<file path="config.mk">
export PLATFORM = sky130hd
export DESIGN_NAME = rsw_top
export DESIGN_NICKNAME = d
export VERILOG_FILES = /design/src/rsw_pkg.sv /design/src/rsw_min_width.sv /design/src/rsw_top.sv
export SDC_FILE = /design/constraint.sdc
export NUM_CORES = 1
export LEC_CHECK = 0
export ABC_AREA = 1
export BUFFER_PORTS_ARGS = -buffer_cell sky130_fd_sc_hd__buf_2
export CAP_MARGIN = 20
export CORE_MARGIN = 3
export CORE_UTILIZATION = 45
export DETAILED_ROUTE_END_ITERATION = 8
export PLACE_DENSITY = 0.67
export SYNTH_ARGS = -nofsm -noshare
export SYNTH_HDL_FRONTEND = slang
export SYNTH_HIERARCHICAL = 1
export SYNTH_SLANG_ARGS = --single-unit
</file>
<file path="constraint.sdc">
create_clock -name sys_clk -period 2.2 [get_ports sys_clk]
set_clock_uncertainty 0.1 [all_clocks]
set_input_delay 0.44 -clock sys_clk [delete_from_list [all_inputs] [get_ports sys_clk]]
set_output_delay 0.44 -clock sys_clk [all_outputs]
set_load 0.02 [all_outputs]
</file>
<file path="src/rsw_pkg.sv">
/*
  rsw_pkg: constants, field layouts, state types and bus carriers shared by
  the reset-source and watchdog block and its pulse-width filter.
  Assumes a single 50 MHz system clock and a synchronous active-low reset.
*/
// How it works
// - five reset sources merge into system reset
// - long low pin pulse resets, short ignored
// - pin release: stretch reset for startup delay
// - power-on: stretch on rise, immediate reassert
// - brownout: reset at once, stretch on recovery
// - brownout dips shorter than minimum are ignored
// - watchdog reset pulse lasts one clock cycle
// - enabled bus reset resets core, function stays
// - watchdog counts dedicated 128 kHz oscillator
// - timeouts selectable from 16ms to 8s
// - early warning at first timeout if enabled
// - action at twice the timeout without restart
// - restart instruction clears the watchdog counter
// - interrupt mode: interrupt after double expiry, wakes
// - reset mode: reset after double expiry
// - combined mode: interrupt first, then reset mode
// - fuse forces reset mode, enables locked
// - protected change only within four cycles
// - change bit self-clears when window ends
// - odd clock divider 1, 3, 5, 7 before prescaler
// - divider write also needs unlock; enable stays set
// - vector or write-one clears interrupt flag
// - combined mode vector clears enable and flag
// - dog reset flag forces reset enable set
package rsw_pkg;
  // ----------------------------------------------------------------
  // clock and timing
  // ----------------------------------------------------------------
  localparam int SYS_HZ          = 50_000_000;
  localparam int CLK_NS          = 20;
  localparam int OSC_HZ          = 128_000;       // watchdog oscillator
  localparam int BASE_MS         = 16;            // shortest timeout
  localparam int BASE_CYC        = OSC_HZ * BASE_MS / 1000;
  localparam int EXT_MIN_NS      = 2500;          // pin minimum pulse
  localparam int BROWN_MIN_NS    = 2000;          // brownout minimum dip
  localparam int EXT_MIN_CYC     = (EXT_MIN_NS + CLK_NS - 1) / CLK_NS;
  localparam int BROWN_MIN_CYC   = (BROWN_MIN_NS + CLK_NS - 1) / CLK_NS;
  localparam int STARTUP_US      = 4100;          // startup delay period
  localparam int STARTUP_CYC_DEF = STARTUP_US * (SYS_HZ / 1_000_000);
  localparam int CNT_W           = 21;            // holds 2 x 8 s of ticks
  localparam int DLY_W           = 24;
  localparam int FILT_W          = 16;
  localparam logic [3:0] PRESC_MAX  = 4'h9;       // 16ms << 9 = 8 s
  localparam logic [2:0] UNLOCK_CYC = 3'h4;
  // ----------------------------------------------------------------
  // register map (byte addresses) and fields
  // ----------------------------------------------------------------
  localparam logic [3:0] REG_CTRL_OFS = 4'h0;
  localparam logic [3:0] REG_CKD_OFS  = 4'h4;
  localparam logic [3:0] REG_FLAG_OFS = 4'h8;
  localparam int CTL_IRQ_FLAG = 7;
  localparam int CTL_IRQ_EN   = 6;
  localparam int CTL_PRESC3   = 5;
  localparam int CTL_UNLOCK   = 4;
  localparam int CTL_SRST_EN  = 3;
  localparam int CKD_EW_EN    = 2;
  localparam int CKD_EW_FLAG  = 3;
  localparam int FLG_POR      = 0;
  localparam int FLG_EXT      = 1;
  localparam int FLG_BROWN    = 2;
  localparam int FLG_DOG      = 3;
  localparam int FLG_USB      = 5;
  // ----------------------------------------------------------------
  // types
  // ----------------------------------------------------------------
  typedef enum logic [1:0] {
    RSW_SEQ_HOLD    = 2'b00,
    RSW_SEQ_STRETCH = 2'b01,
    RSW_SEQ_RUN     = 2'b11
  } rsw_seq_t;

  typedef struct packed {
    logic        read;
    logic        write;
    logic [3:0]  address;
    logic [31:0] writedata;
  } rsw_avs_req_t;

  typedef struct packed {
    logic        waitrequest;
    logic [31:0] readdata;
  } rsw_avs_rsp_t;

  typedef struct packed {
    logic [1:0]       pin_sy;      // [0] first stage, [1] second
    logic [1:0]       por_sy;
    logic [1:0]       brown_sy;
    logic [1:0]       osc_sy;
    logic             osc_last;
    logic [2:0]       div_cnt;
    logic [CNT_W-1:0] dog_cnt;
    logic [2:0]       unlock_cnt;
    logic             irq_flag;
    logic             irq_en;
    logic             srst_en;
    logic [3:0]       presc;
    logic [1:0]       div_sel;
    logic             ew_en;
    logic             ew_flag;
    logic [5:0]       rst_flags;
    logic             dog_pulse;
    rsw_seq_t         seq;
    logic [DLY_W-1:0] dly_cnt;
    logic             sys_reset;
    logic             irq_req;
    logic             ew_req;
    logic             waitreq;
    logic [31:0]      rdata;
  } rsw_state_t;

  typedef struct packed {
    logic [FILT_W-1:0] cnt;
    logic              held;
  } rsw_filt_t;
endpackage : rsw_pkg

</file>
<file path="src/rsw_min_width.sv">
/*
  rsw_min_width: passes a synchronised level only after it has stood for
  a minimum number of clock cycles; drops it at once when it goes away.
  Assumes level_in is already synchronised to sys_clk.
*/
`timescale 1ns/100ps
`default_nettype none
module rsw_min_width
  import rsw_pkg::*;
#(
  parameter logic [FILT_W-1:0] MIN_CYC = 16'h0001
) (
  input  wire logic sys_clk,
  input  wire logic rst_n,
  input  wire logic level_in,
  output logic      held_out
);
  rsw_filt_t s_reg;     // filter state
  rsw_filt_t s_next;

  // ------------------------------------------------------------
  // width qualification
  // ------------------------------------------------------------
  always_comb begin
    s_next = s_reg;
    if (!rst_n) begin
      s_next = '0;
    end else if (!level_in) begin
      s_next = '0;                               // short pulses die here
    end else if (s_reg.cnt >= MIN_CYC - 1'b1) begin
      s_next.held = 1'b1;                        // stood long enough
    end else begin
      s_next.cnt = s_reg.cnt + 1'b1;
    end
  end

  always_ff @(posedge sys_clk) begin
    s_reg <= s_next;
  end

  assign held_out = s_reg.held;
endmodule : rsw_min_width
`default_nettype wire

</file>
<file path="src/rsw_top.sv">
/*
  rsw_top: reset-source combiner with startup stretching and a watchdog
  with early warning, interrupt and reset modes, reached over Avalon-MM.
  Assumes pin, supply comparator and oscillator inputs are asynchronous;
  restart, vector and bus-reset inputs come from logic on sys_clk.
*/
`timescale 1ns/100ps
`default_nettype none
module rsw_top
  import rsw_pkg::*;
#(
  parameter int STARTUP_CYC = STARTUP_CYC_DEF      // shorten for simulation
) (
  input  wire logic          sys_clk,
  input  wire logic          rst_n,
  input  wire rsw_avs_req_t  avs_req,             // avalon request group
  output rsw_avs_rsp_t       avs_rsp,             // avalon answer group
  input  wire logic          ext_reset_pin_n,     // external reset pin
  input  wire logic          power_on_below,      // supply under power_on_threshold
  input  wire logic          brownout_below,      // supply under brownout_threshold
  input  wire logic          brownout_enable,     // from brownout_level_fuses
  input  wire logic          always_on_fuse,      // programmed = 1
  input  wire logic          osc_128k,            // dedicated watchdog oscillator
  input  wire logic          dog_restart,         // restart instruction pulse
  input  wire logic          dog_vector_ack,      // interrupt vector taken pulse
  input  wire logic          usb_enable,          // usb function enabled
  input  wire logic          usb_reset_mcu_en,    // reset-the-core option
  input  wire logic          usb_bus_reset,       // valid bus reset detected
  output logic               sys_reset_out,       // stretched system reset
  output logic               dog_irq,             // interrupt, also wake request
  output logic               early_irq            // early-warning interrupt
);
  rsw_state_t s_reg;                               // all block state
  rsw_state_t s_next;
  logic       ext_long;                            // pin low long enough
  logic       brown_long;                          // dip long enough

  // ------------------------------------------------------------
  // width filters for pin and brownout comparator
  // ------------------------------------------------------------
  rsw_min_width #(
    .MIN_CYC (FILT_W'(EXT_MIN_CYC))
  ) u_ext_filt (
    .sys_clk  (sys_clk),
    .rst_n    (rst_n),
    .level_in (~s_reg.pin_sy[1]),
    .held_out (ext_long)
  );

  rsw_min_width #(
    .MIN_CYC (FILT_W'(BROWN_MIN_CYC))
  ) u_brown_filt (
    .sys_clk  (sys_clk),
    .rst_n    (rst_n),
    .level_in (s_reg.brown_sy[1] & brownout_enable),
    .held_out (brown_long)
  );

  // ------------------------------------------------------------
  // decoded terms shared by the next-state logic and checks
  // ------------------------------------------------------------
  logic             srst_eff;    // reset enable as seen
  logic             irq_eff;     // interrupt enable as seen
  logic             running;     // watchdog not stopped
  logic             osc_edge;    // rising oscillator edge
  logic             div_tick;    // tick after odd divider
  logic [3:0]       presc_c;     // clamped prescale select
  logic [CNT_W-1:0] tmo;         // one timeout in ticks
  logic [CNT_W:0]   tmo2;        // double timeout
  logic             early_hit;   // first timeout reached
  logic             expire;      // double timeout reached
  logic             usb_src;     // qualified bus reset
  logic             por_src;     // power-on condition
  logic             any_src;     // any reset source active
  logic             take;        // bus access completes now
  logic             unlock_now;  // change window open
  logic             wr_ctrl;
  logic             wr_ckd;
  logic             wr_flag;
  logic             unlock_wr;
  logic [31:0]      d;

  always_comb begin
    d          = avs_req.writedata;
    take       = (avs_req.read | avs_req.write) & ~s_reg.waitreq;
    wr_ctrl    = take & avs_req.write & (avs_req.address == REG_CTRL_OFS);
    wr_ckd     = take & avs_req.write & (avs_req.address == REG_CKD_OFS);
    wr_flag    = take & avs_req.write & (avs_req.address == REG_FLAG_OFS);
    unlock_wr  = wr_ctrl & d[CTL_UNLOCK] & d[CTL_SRST_EN];
    unlock_now = (s_reg.unlock_cnt != 3'h0);
    // dog flag and fuse both hold reset enable on
    srst_eff   = s_reg.srst_en | s_reg.rst_flags[FLG_DOG] | always_on_fuse;
    irq_eff    = s_reg.irq_en & ~always_on_fuse;
    running    = srst_eff | irq_eff;
    osc_edge   = s_reg.osc_sy[1] & ~s_reg.osc_last;
    // divide by 1, 3, 5 or 7: last count is twice the select
    div_tick   = osc_edge & (s_reg.div_cnt == {s_reg.div_sel, 1'b0});
    presc_c    = (s_reg.presc > PRESC_MAX) ? PRESC_MAX : s_reg.presc;
    tmo        = CNT_W'(BASE_CYC) << presc_c;
    tmo2       = {tmo, 1'b0};
    early_hit  = div_tick & ({1'b0, s_reg.dog_cnt} == {1'b0, tmo} - 1'b1);
    expire     = div_tick & ({1'b0, s_reg.dog_cnt} == tmo2 - 1'b1);
    usb_src    = usb_enable & usb_reset_mcu_en & usb_bus_reset;
    por_src    = s_reg.por_sy[1];
    any_src    = por_src | ext_long | brown_long | s_reg.dog_pulse | usb_src;
  end

  // ------------------------------------------------------------
  // next state
  // ------------------------------------------------------------
  always_comb begin
    s_next = s_reg;
    // input synchronisers; only the second stage is read
    s_next.pin_sy   = {s_reg.pin_sy[0], ext_reset_pin_n};
    s_next.por_sy   = {s_reg.por_sy[0], power_on_below};
    s_next.brown_sy = {s_reg.brown_sy[0], brownout_below};
    s_next.osc_sy   = {s_reg.osc_sy[0], osc_128k};
    s_next.osc_last = s_reg.osc_sy[1];
    s_next.dog_pulse = 1'b0;                         // never longer than a cycle

    // odd clock divider on the oscillator
    if (div_tick) begin
      s_next.div_cnt = 3'h0;
    end else if (osc_edge) begin
      s_next.div_cnt = s_reg.div_cnt + 3'h1;
    end

    // watchdog counter: restart and stopped both clear it
    if (dog_restart || !running) begin
      s_next.dog_cnt = '0;
    end else if (expire) begin
      s_next.dog_cnt = '0;
    end else if (div_tick) begin
      s_next.dog_cnt = s_reg.dog_cnt + 1'b1;
    end

    // early warning at the first timeout
    if (running && !dog_restart && early_hit && s_reg.ew_en) begin
      s_next.ew_flag = 1'b1;
    end

    // double timeout: interrupt if enabled and not pending, else reset if reset enabled
    if (running && !dog_restart && expire) begin
      if (irq_eff && !s_reg.irq_flag) begin
        s_next.irq_flag = 1'b1;
      end else if (srst_eff) begin
        s_next.dog_pulse = 1'b1;
      end
    end

    // vector execution clears the flag; combined mode drops to reset mode
    if (dog_vector_ack && !(running && expire)) begin
      s_next.irq_flag = 1'b0;
      if (s_reg.srst_en) begin
        s_next.irq_en = 1'b0;
      end
    end

    // change window countdown; the change bit reads from it
    if (unlock_now) begin
      s_next.unlock_cnt = s_reg.unlock_cnt - 3'h1;
    end

    // control register write
    if (unlock_wr) begin
      s_next.unlock_cnt = UNLOCK_CYC;
      s_next.srst_en    = 1'b1;
      s_next.irq_en     = d[CTL_IRQ_EN];
    end else if (wr_ctrl) begin
      s_next.irq_en = d[CTL_IRQ_EN];
      if (d[CTL_SRST_EN]) begin
        s_next.srst_en = 1'b1;                       // setting needs no unlock
      end else if (unlock_now && !s_reg.rst_flags[FLG_DOG]) begin
        s_next.srst_en = 1'b0;
      end
      if (unlock_now) begin
        s_next.presc = {d[CTL_PRESC3], d[2:0]};
      end
    end
    // write-one clear loses to a same-cycle set
    if (wr_ctrl && d[CTL_IRQ_FLAG] && !(running && expire && irq_eff)) begin
      s_next.irq_flag = 1'b0;
    end

    // divider register: select is guarded, reset enable is left set
    if (wr_ckd) begin
      if (unlock_now) begin
        s_next.div_sel = d[1:0];
      end
      s_next.ew_en = d[CKD_EW_EN];
      if (d[CKD_EW_FLAG] && !(early_hit && s_reg.ew_en)) begin
        s_next.ew_flag = 1'b0;
      end
    end

    // fuse locks the enables
    if (always_on_fuse) begin
      s_next.srst_en = 1'b1;
      s_next.irq_en  = 1'b0;
    end

    // reset-source flags: write zero clears, sets win
    if (wr_flag) begin
      s_next.rst_flags = s_reg.rst_flags & d[5:0];
    end
    if (por_src) begin
      s_next.rst_flags = '0;
      s_next.rst_flags[FLG_POR] = 1'b1;
    end
    if (ext_long)        s_next.rst_flags[FLG_EXT]   = 1'b1;
    if (brown_long)      s_next.rst_flags[FLG_BROWN] = 1'b1;
    if (s_reg.dog_pulse) s_next.rst_flags[FLG_DOG]   = 1'b1;
    if (usb_src)         s_next.rst_flags[FLG_USB]   = 1'b1;

    // reset sequencer: hold while any source, then stretch
    case (s_reg.seq)
      RSW_SEQ_HOLD: begin
        s_next.dly_cnt = '0;
        if (!any_src) begin
          s_next.seq = RSW_SEQ_STRETCH;
        end
      end
      RSW_SEQ_STRETCH: begin
        if (any_src) begin
          s_next.seq = RSW_SEQ_HOLD;
        end else if (s_reg.dly_cnt == DLY_W'(STARTUP_CYC - 1)) begin
          s_next.seq = RSW_SEQ_RUN;
        end else begin
          s_next.dly_cnt = s_reg.dly_cnt + 1'b1;
        end
      end
      default: begin
        if (any_src) begin
          s_next.seq = RSW_SEQ_HOLD;
        end
      end
    endcase
    s_next.sys_reset = (s_next.seq != RSW_SEQ_RUN);
    s_next.irq_req   = s_next.irq_flag & s_next.irq_en & ~always_on_fuse;
    s_next.ew_req    = s_next.ew_flag & s_next.ew_en;

    // avalon slave: one wait cycle, data ready at the accepting edge
    if ((avs_req.read || avs_req.write) && s_reg.waitreq) begin
      s_next.waitreq = 1'b0;
      s_next.rdata   = 32'h0000_0000;                // unmapped reads zero
      if (avs_req.address == REG_CTRL_OFS) begin
        s_next.rdata[CTL_IRQ_FLAG] = s_reg.irq_flag;
        s_next.rdata[CTL_IRQ_EN]   = irq_eff;
        s_next.rdata[CTL_PRESC3]   = s_reg.presc[3];
        s_next.rdata[CTL_UNLOCK]   = unlock_now;
        s_next.rdata[CTL_SRST_EN]  = srst_eff;
        s_next.rdata[2:0]          = s_reg.presc[2:0];
      end else if (avs_req.address == REG_CKD_OFS) begin
        s_next.rdata[1:0]         = s_reg.div_sel;
        s_next.rdata[CKD_EW_EN]   = s_reg.ew_en;
        s_next.rdata[CKD_EW_FLAG] = s_reg.ew_flag;
      end else if (avs_req.address == REG_FLAG_OFS) begin
        s_next.rdata[5:0] = s_reg.rst_flags;
      end
    end else begin
      s_next.waitreq = 1'b1;
    end

    // synchronous reset: constants only
    if (!rst_n) begin
      s_next           = '0;
      s_next.waitreq   = 1'b1;
      s_next.sys_reset = 1'b1;
      s_next.seq       = RSW_SEQ_HOLD;
      s_next.pin_sy    = 2'b11;
    end
  end

  // ------------------------------------------------------------
  // state register
  // ------------------------------------------------------------
  always_ff @(posedge sys_clk) begin
    s_reg <= s_next;
  end

  // outputs straight from flops
  assign avs_rsp.waitrequest = s_reg.waitreq;
  assign avs_rsp.readdata    = s_reg.rdata;
  assign sys_reset_out       = s_reg.sys_reset;
  assign dog_irq             = s_reg.irq_req;
  assign early_irq           = s_reg.ew_req;
endmodule : rsw_top
`default_nettype wire

</file>
==> flow_metrics.tcl <==
set metrics [dict create \
    grt_start_max_net_pins 35 \
    place_area_sq_mm 0.00725 \
    syn_avg_cell_area_sq_um 7.02 \
    min_path_type "input port to flop" \
    route.detailed.drc 0 \
    top_layer_used "met4" \
    cts_tree "done" \
    area_delta_synth_final_pct 17.0 \
    clock_latency_ns 0.41 \
    vdd_ir_drop_max_uv 677 \
    port_buffers 38 \
    die_area_sq_mm 0.0168 \
    async_flop_share 0 \
    rsz0062_at_grt "yes" \
    core.rowCount 44 \
    synth_enable_flop_cells 0 \
    met1_length_microns 7490 \
    hold_viol 0 \
    seq_area_frac_synth 0.367 \
    fin_hold_ws_ns 0.110 \
    path_max_fanout 10 \
    r2r_setup_slack_ns -0.06 \
    drt-initial-drc-count 353 \
    p_leak_nw 3.43 \
    violations "setup timing" \
    fin_crit_sh 1.03 \
    dr_wl_met3_microns 682 \
    netlist-cell-type-count 49 \
    via_per_inst 4.94 \
    hold_start "osc_128k" \
    ys_ff_latch 126 \
    nNetsFinal 1101 \
    overflow 0 \
    core_area_sq_mm 0.0148 \
    crit_type "flop to flop" \
    cts_sinks 126 \
    yosys_warnings 6 \
    wl_per_cell_microns 12.6 \
    setup_violations 22 \
    timing.final.ws_setup_ns -0.0552 \
    antenna_found_initial 0 \
    ys.flop_type "dfxtp_1" \
    clkTransAtPathRegs_ns 0.06 \
    wirelength_microns 15600 \
    largest_register_ff_count 79 \
    max_freq_mhz 443 \
    crit_required_ns 2.40 \
    post-route-min-period_ns 2.26 \
    crit_path_start_kind "flop" \
    place.gp.congestion 0.882 \
    grt_pass1_wl_microns 25400 \
    n_fill_cell 1433 \
    dr_wl_met2_microns 7240 \
    grt_pass1_vias 5540 \
    cts_hold_repair.buffers 0 \
    diodes 0 \
    maxCapViolCount 0 \
    layout-drive-gt1-share 0.183 \
    cts_root_buf "clkbuf_16" \
    drt.antenna.violating_nets 0 \
    critPathLaunch "s_reg[76]$_SDFFE_PN0P_" \
    postLayoutCellArea_sq_mm 0.00803 \
    dieHeight_microns 130 \
    boundaryPins 87 \
    maxSlewViolCount 0 \
    initial_core_util 0.465 \
    outcome "finished with violations" \
    cp-end-kind "flop" \
    vias 6111 \
    crit_arrival_ns 2.46 \
    gr-usage-all-layers 0.187 \
    syn_area_sq_mm 0.00686 \
    clockBufferDepth 2 \
    synthCells 978 \
    p_per_area_mw_per_mm2 705 \
    crit-reg2reg-launch "s_reg[76]$_SDFFE_PN0P_" \
    drt_first_pass_iters 5 \
    hpwl_microns 11200 \
    fp.dieW_microns 130 \
    cts_htree_levels 4 \
    numCtsBuffers 17 \
]
## power by group
part           internal [W]  leakage [nW]  switching, W  total, W
clock               0.00173         0.282       0.00104   0.00277
combinational      0.000193          2.13      0.000337  0.000530
sequential          0.00234          1.02     0.0000327   0.00237
## logic make-up (layout without fill, tap and decap cells)
| logic type | after synthesis | count (layout) | synth area share |
|---|---|---|---|
| xor gates and xnor gates | 37 | 37 | 0.0472 |
| other | 1 | 24 | 0.000546 |
| and+or+nand+nor | 502 | 502 | 0.347 |
| AOI/OAI and AO/OA | 112 | 112 | 0.0904 |
| adders and majority gates | 9 | 9 | 0.0164 |
| buffers and inverters | 191 | 243 | 0.131 |
| DFF | 126 | 126 | 0.367 |
## per-layer routing
metal / up-vias / GRT usage
li1: 3205 / -
met1: 2763 / 0.254
met2: 131 / 0.299
met3: 12 / 0.0449
met4: 0 / 0.0538
met5: - / 0
## per-stage QoR
step | util | cells | setup WS (ns) | total power, W | setup TNS [ns]
final | 0.544 | 1237 | -0.0552 | 0.00566 | -0.897
after global routing | 0.544 | 1237 | -0.160 | 0.00593 | -3.30
after detailed placement | 0.491 | 1201 | -0.0459 | 0.00292 | -0.770
after floorplan | - | 1001 | 0.0833 | 0.00279 | 0
after CTS | 0.533 | 1233 | 0.00373 | 0.00571 | 0
after global placement | 0.491 | 1201 | 0.00940 | 0.00291 | 0
## layout make-up
cell class / count / area (sq um) / share of cell area
inverters: 135 / 515 / 0.0642
repair buffers: 77 / 531 / 0.0661
well taps: 184 / 230 / 0.0287
clock inverters: 12 / 136 / 0.0170
clock buffers: 19 / 453 / 0.0564
flip-flops and latches: 126 / 2530 / 0.315
multi-input cells: 684 / 3630 / 0.452
## critical path: stages (launching register included)
cell and delay, ns:
dfxtp_4 0.37, nor2_4 0.12, nand3_2 0.10, ha_4 0.30, inv_2 0.04, nand2_2 0.06
nand2_2 0.05, nor2_2 0.07, nand2_1 0.05, nor2_1 0.10, nand3_1 0.13, nor2_4 0.16
nand3_4 0.12, nand3_4 0.16, clkbuf_16 0.18, nor2_1 0.05
## cells in the final DEF, fill, tap and decap left out, types with 19 or more instances in the layout
master and instances:
clkbuf_16 19, o21ai_0 26, xor2_1 33, inv_1 125
buf_4 36, buf_2 38, nor2_1 109, dfxtp_1 122
a21oi_1 60, nand2_1 201, nand4_1 27, conb_1 24
nand3_1 73
## worst paths after layout
| kind | to | cells after the start |
|---|---|---|
| setup / recovery | s_reg[97]$_SDFFE_PP0P_ | 15 |
| hold / removal | s_reg[108]$_SDFF_PN0_ | 3 |
| setup reg to reg | s_reg[97]$_SDFFE_PP0P_ | 15 |
| hold reg to reg | s_reg[111]$_SDFF_PN0_ | 2 |
## cells in the mapped netlist, drive strengths merged, types with 3 or more instances
master	count	area, sq um
or2	8	50.1
nor4	8	56.3
nand2	215	845
xor2	33	289
clkbuf	11	41.3
xnor2	4	35.0
dfxtp	126	2520
buf	45	348
o21ai	27	135
nand4	28	190
nand3	81	455
ha	9	113
nor2	139	631
inv	133	504
nor3	19	118
o211ai	6	45.0
nor3b	4	35.0
a21oi	66	342
o22ai	3	18.8
## what timing repair did
item,CTS,global route
gates resized for setup,3,32
cloned,0,2
setup buffers,1,2
endpoints found under the setup margin,22,29
pin swaps,0,7
No activity file was read; power rests on OpenSTA's default activity.
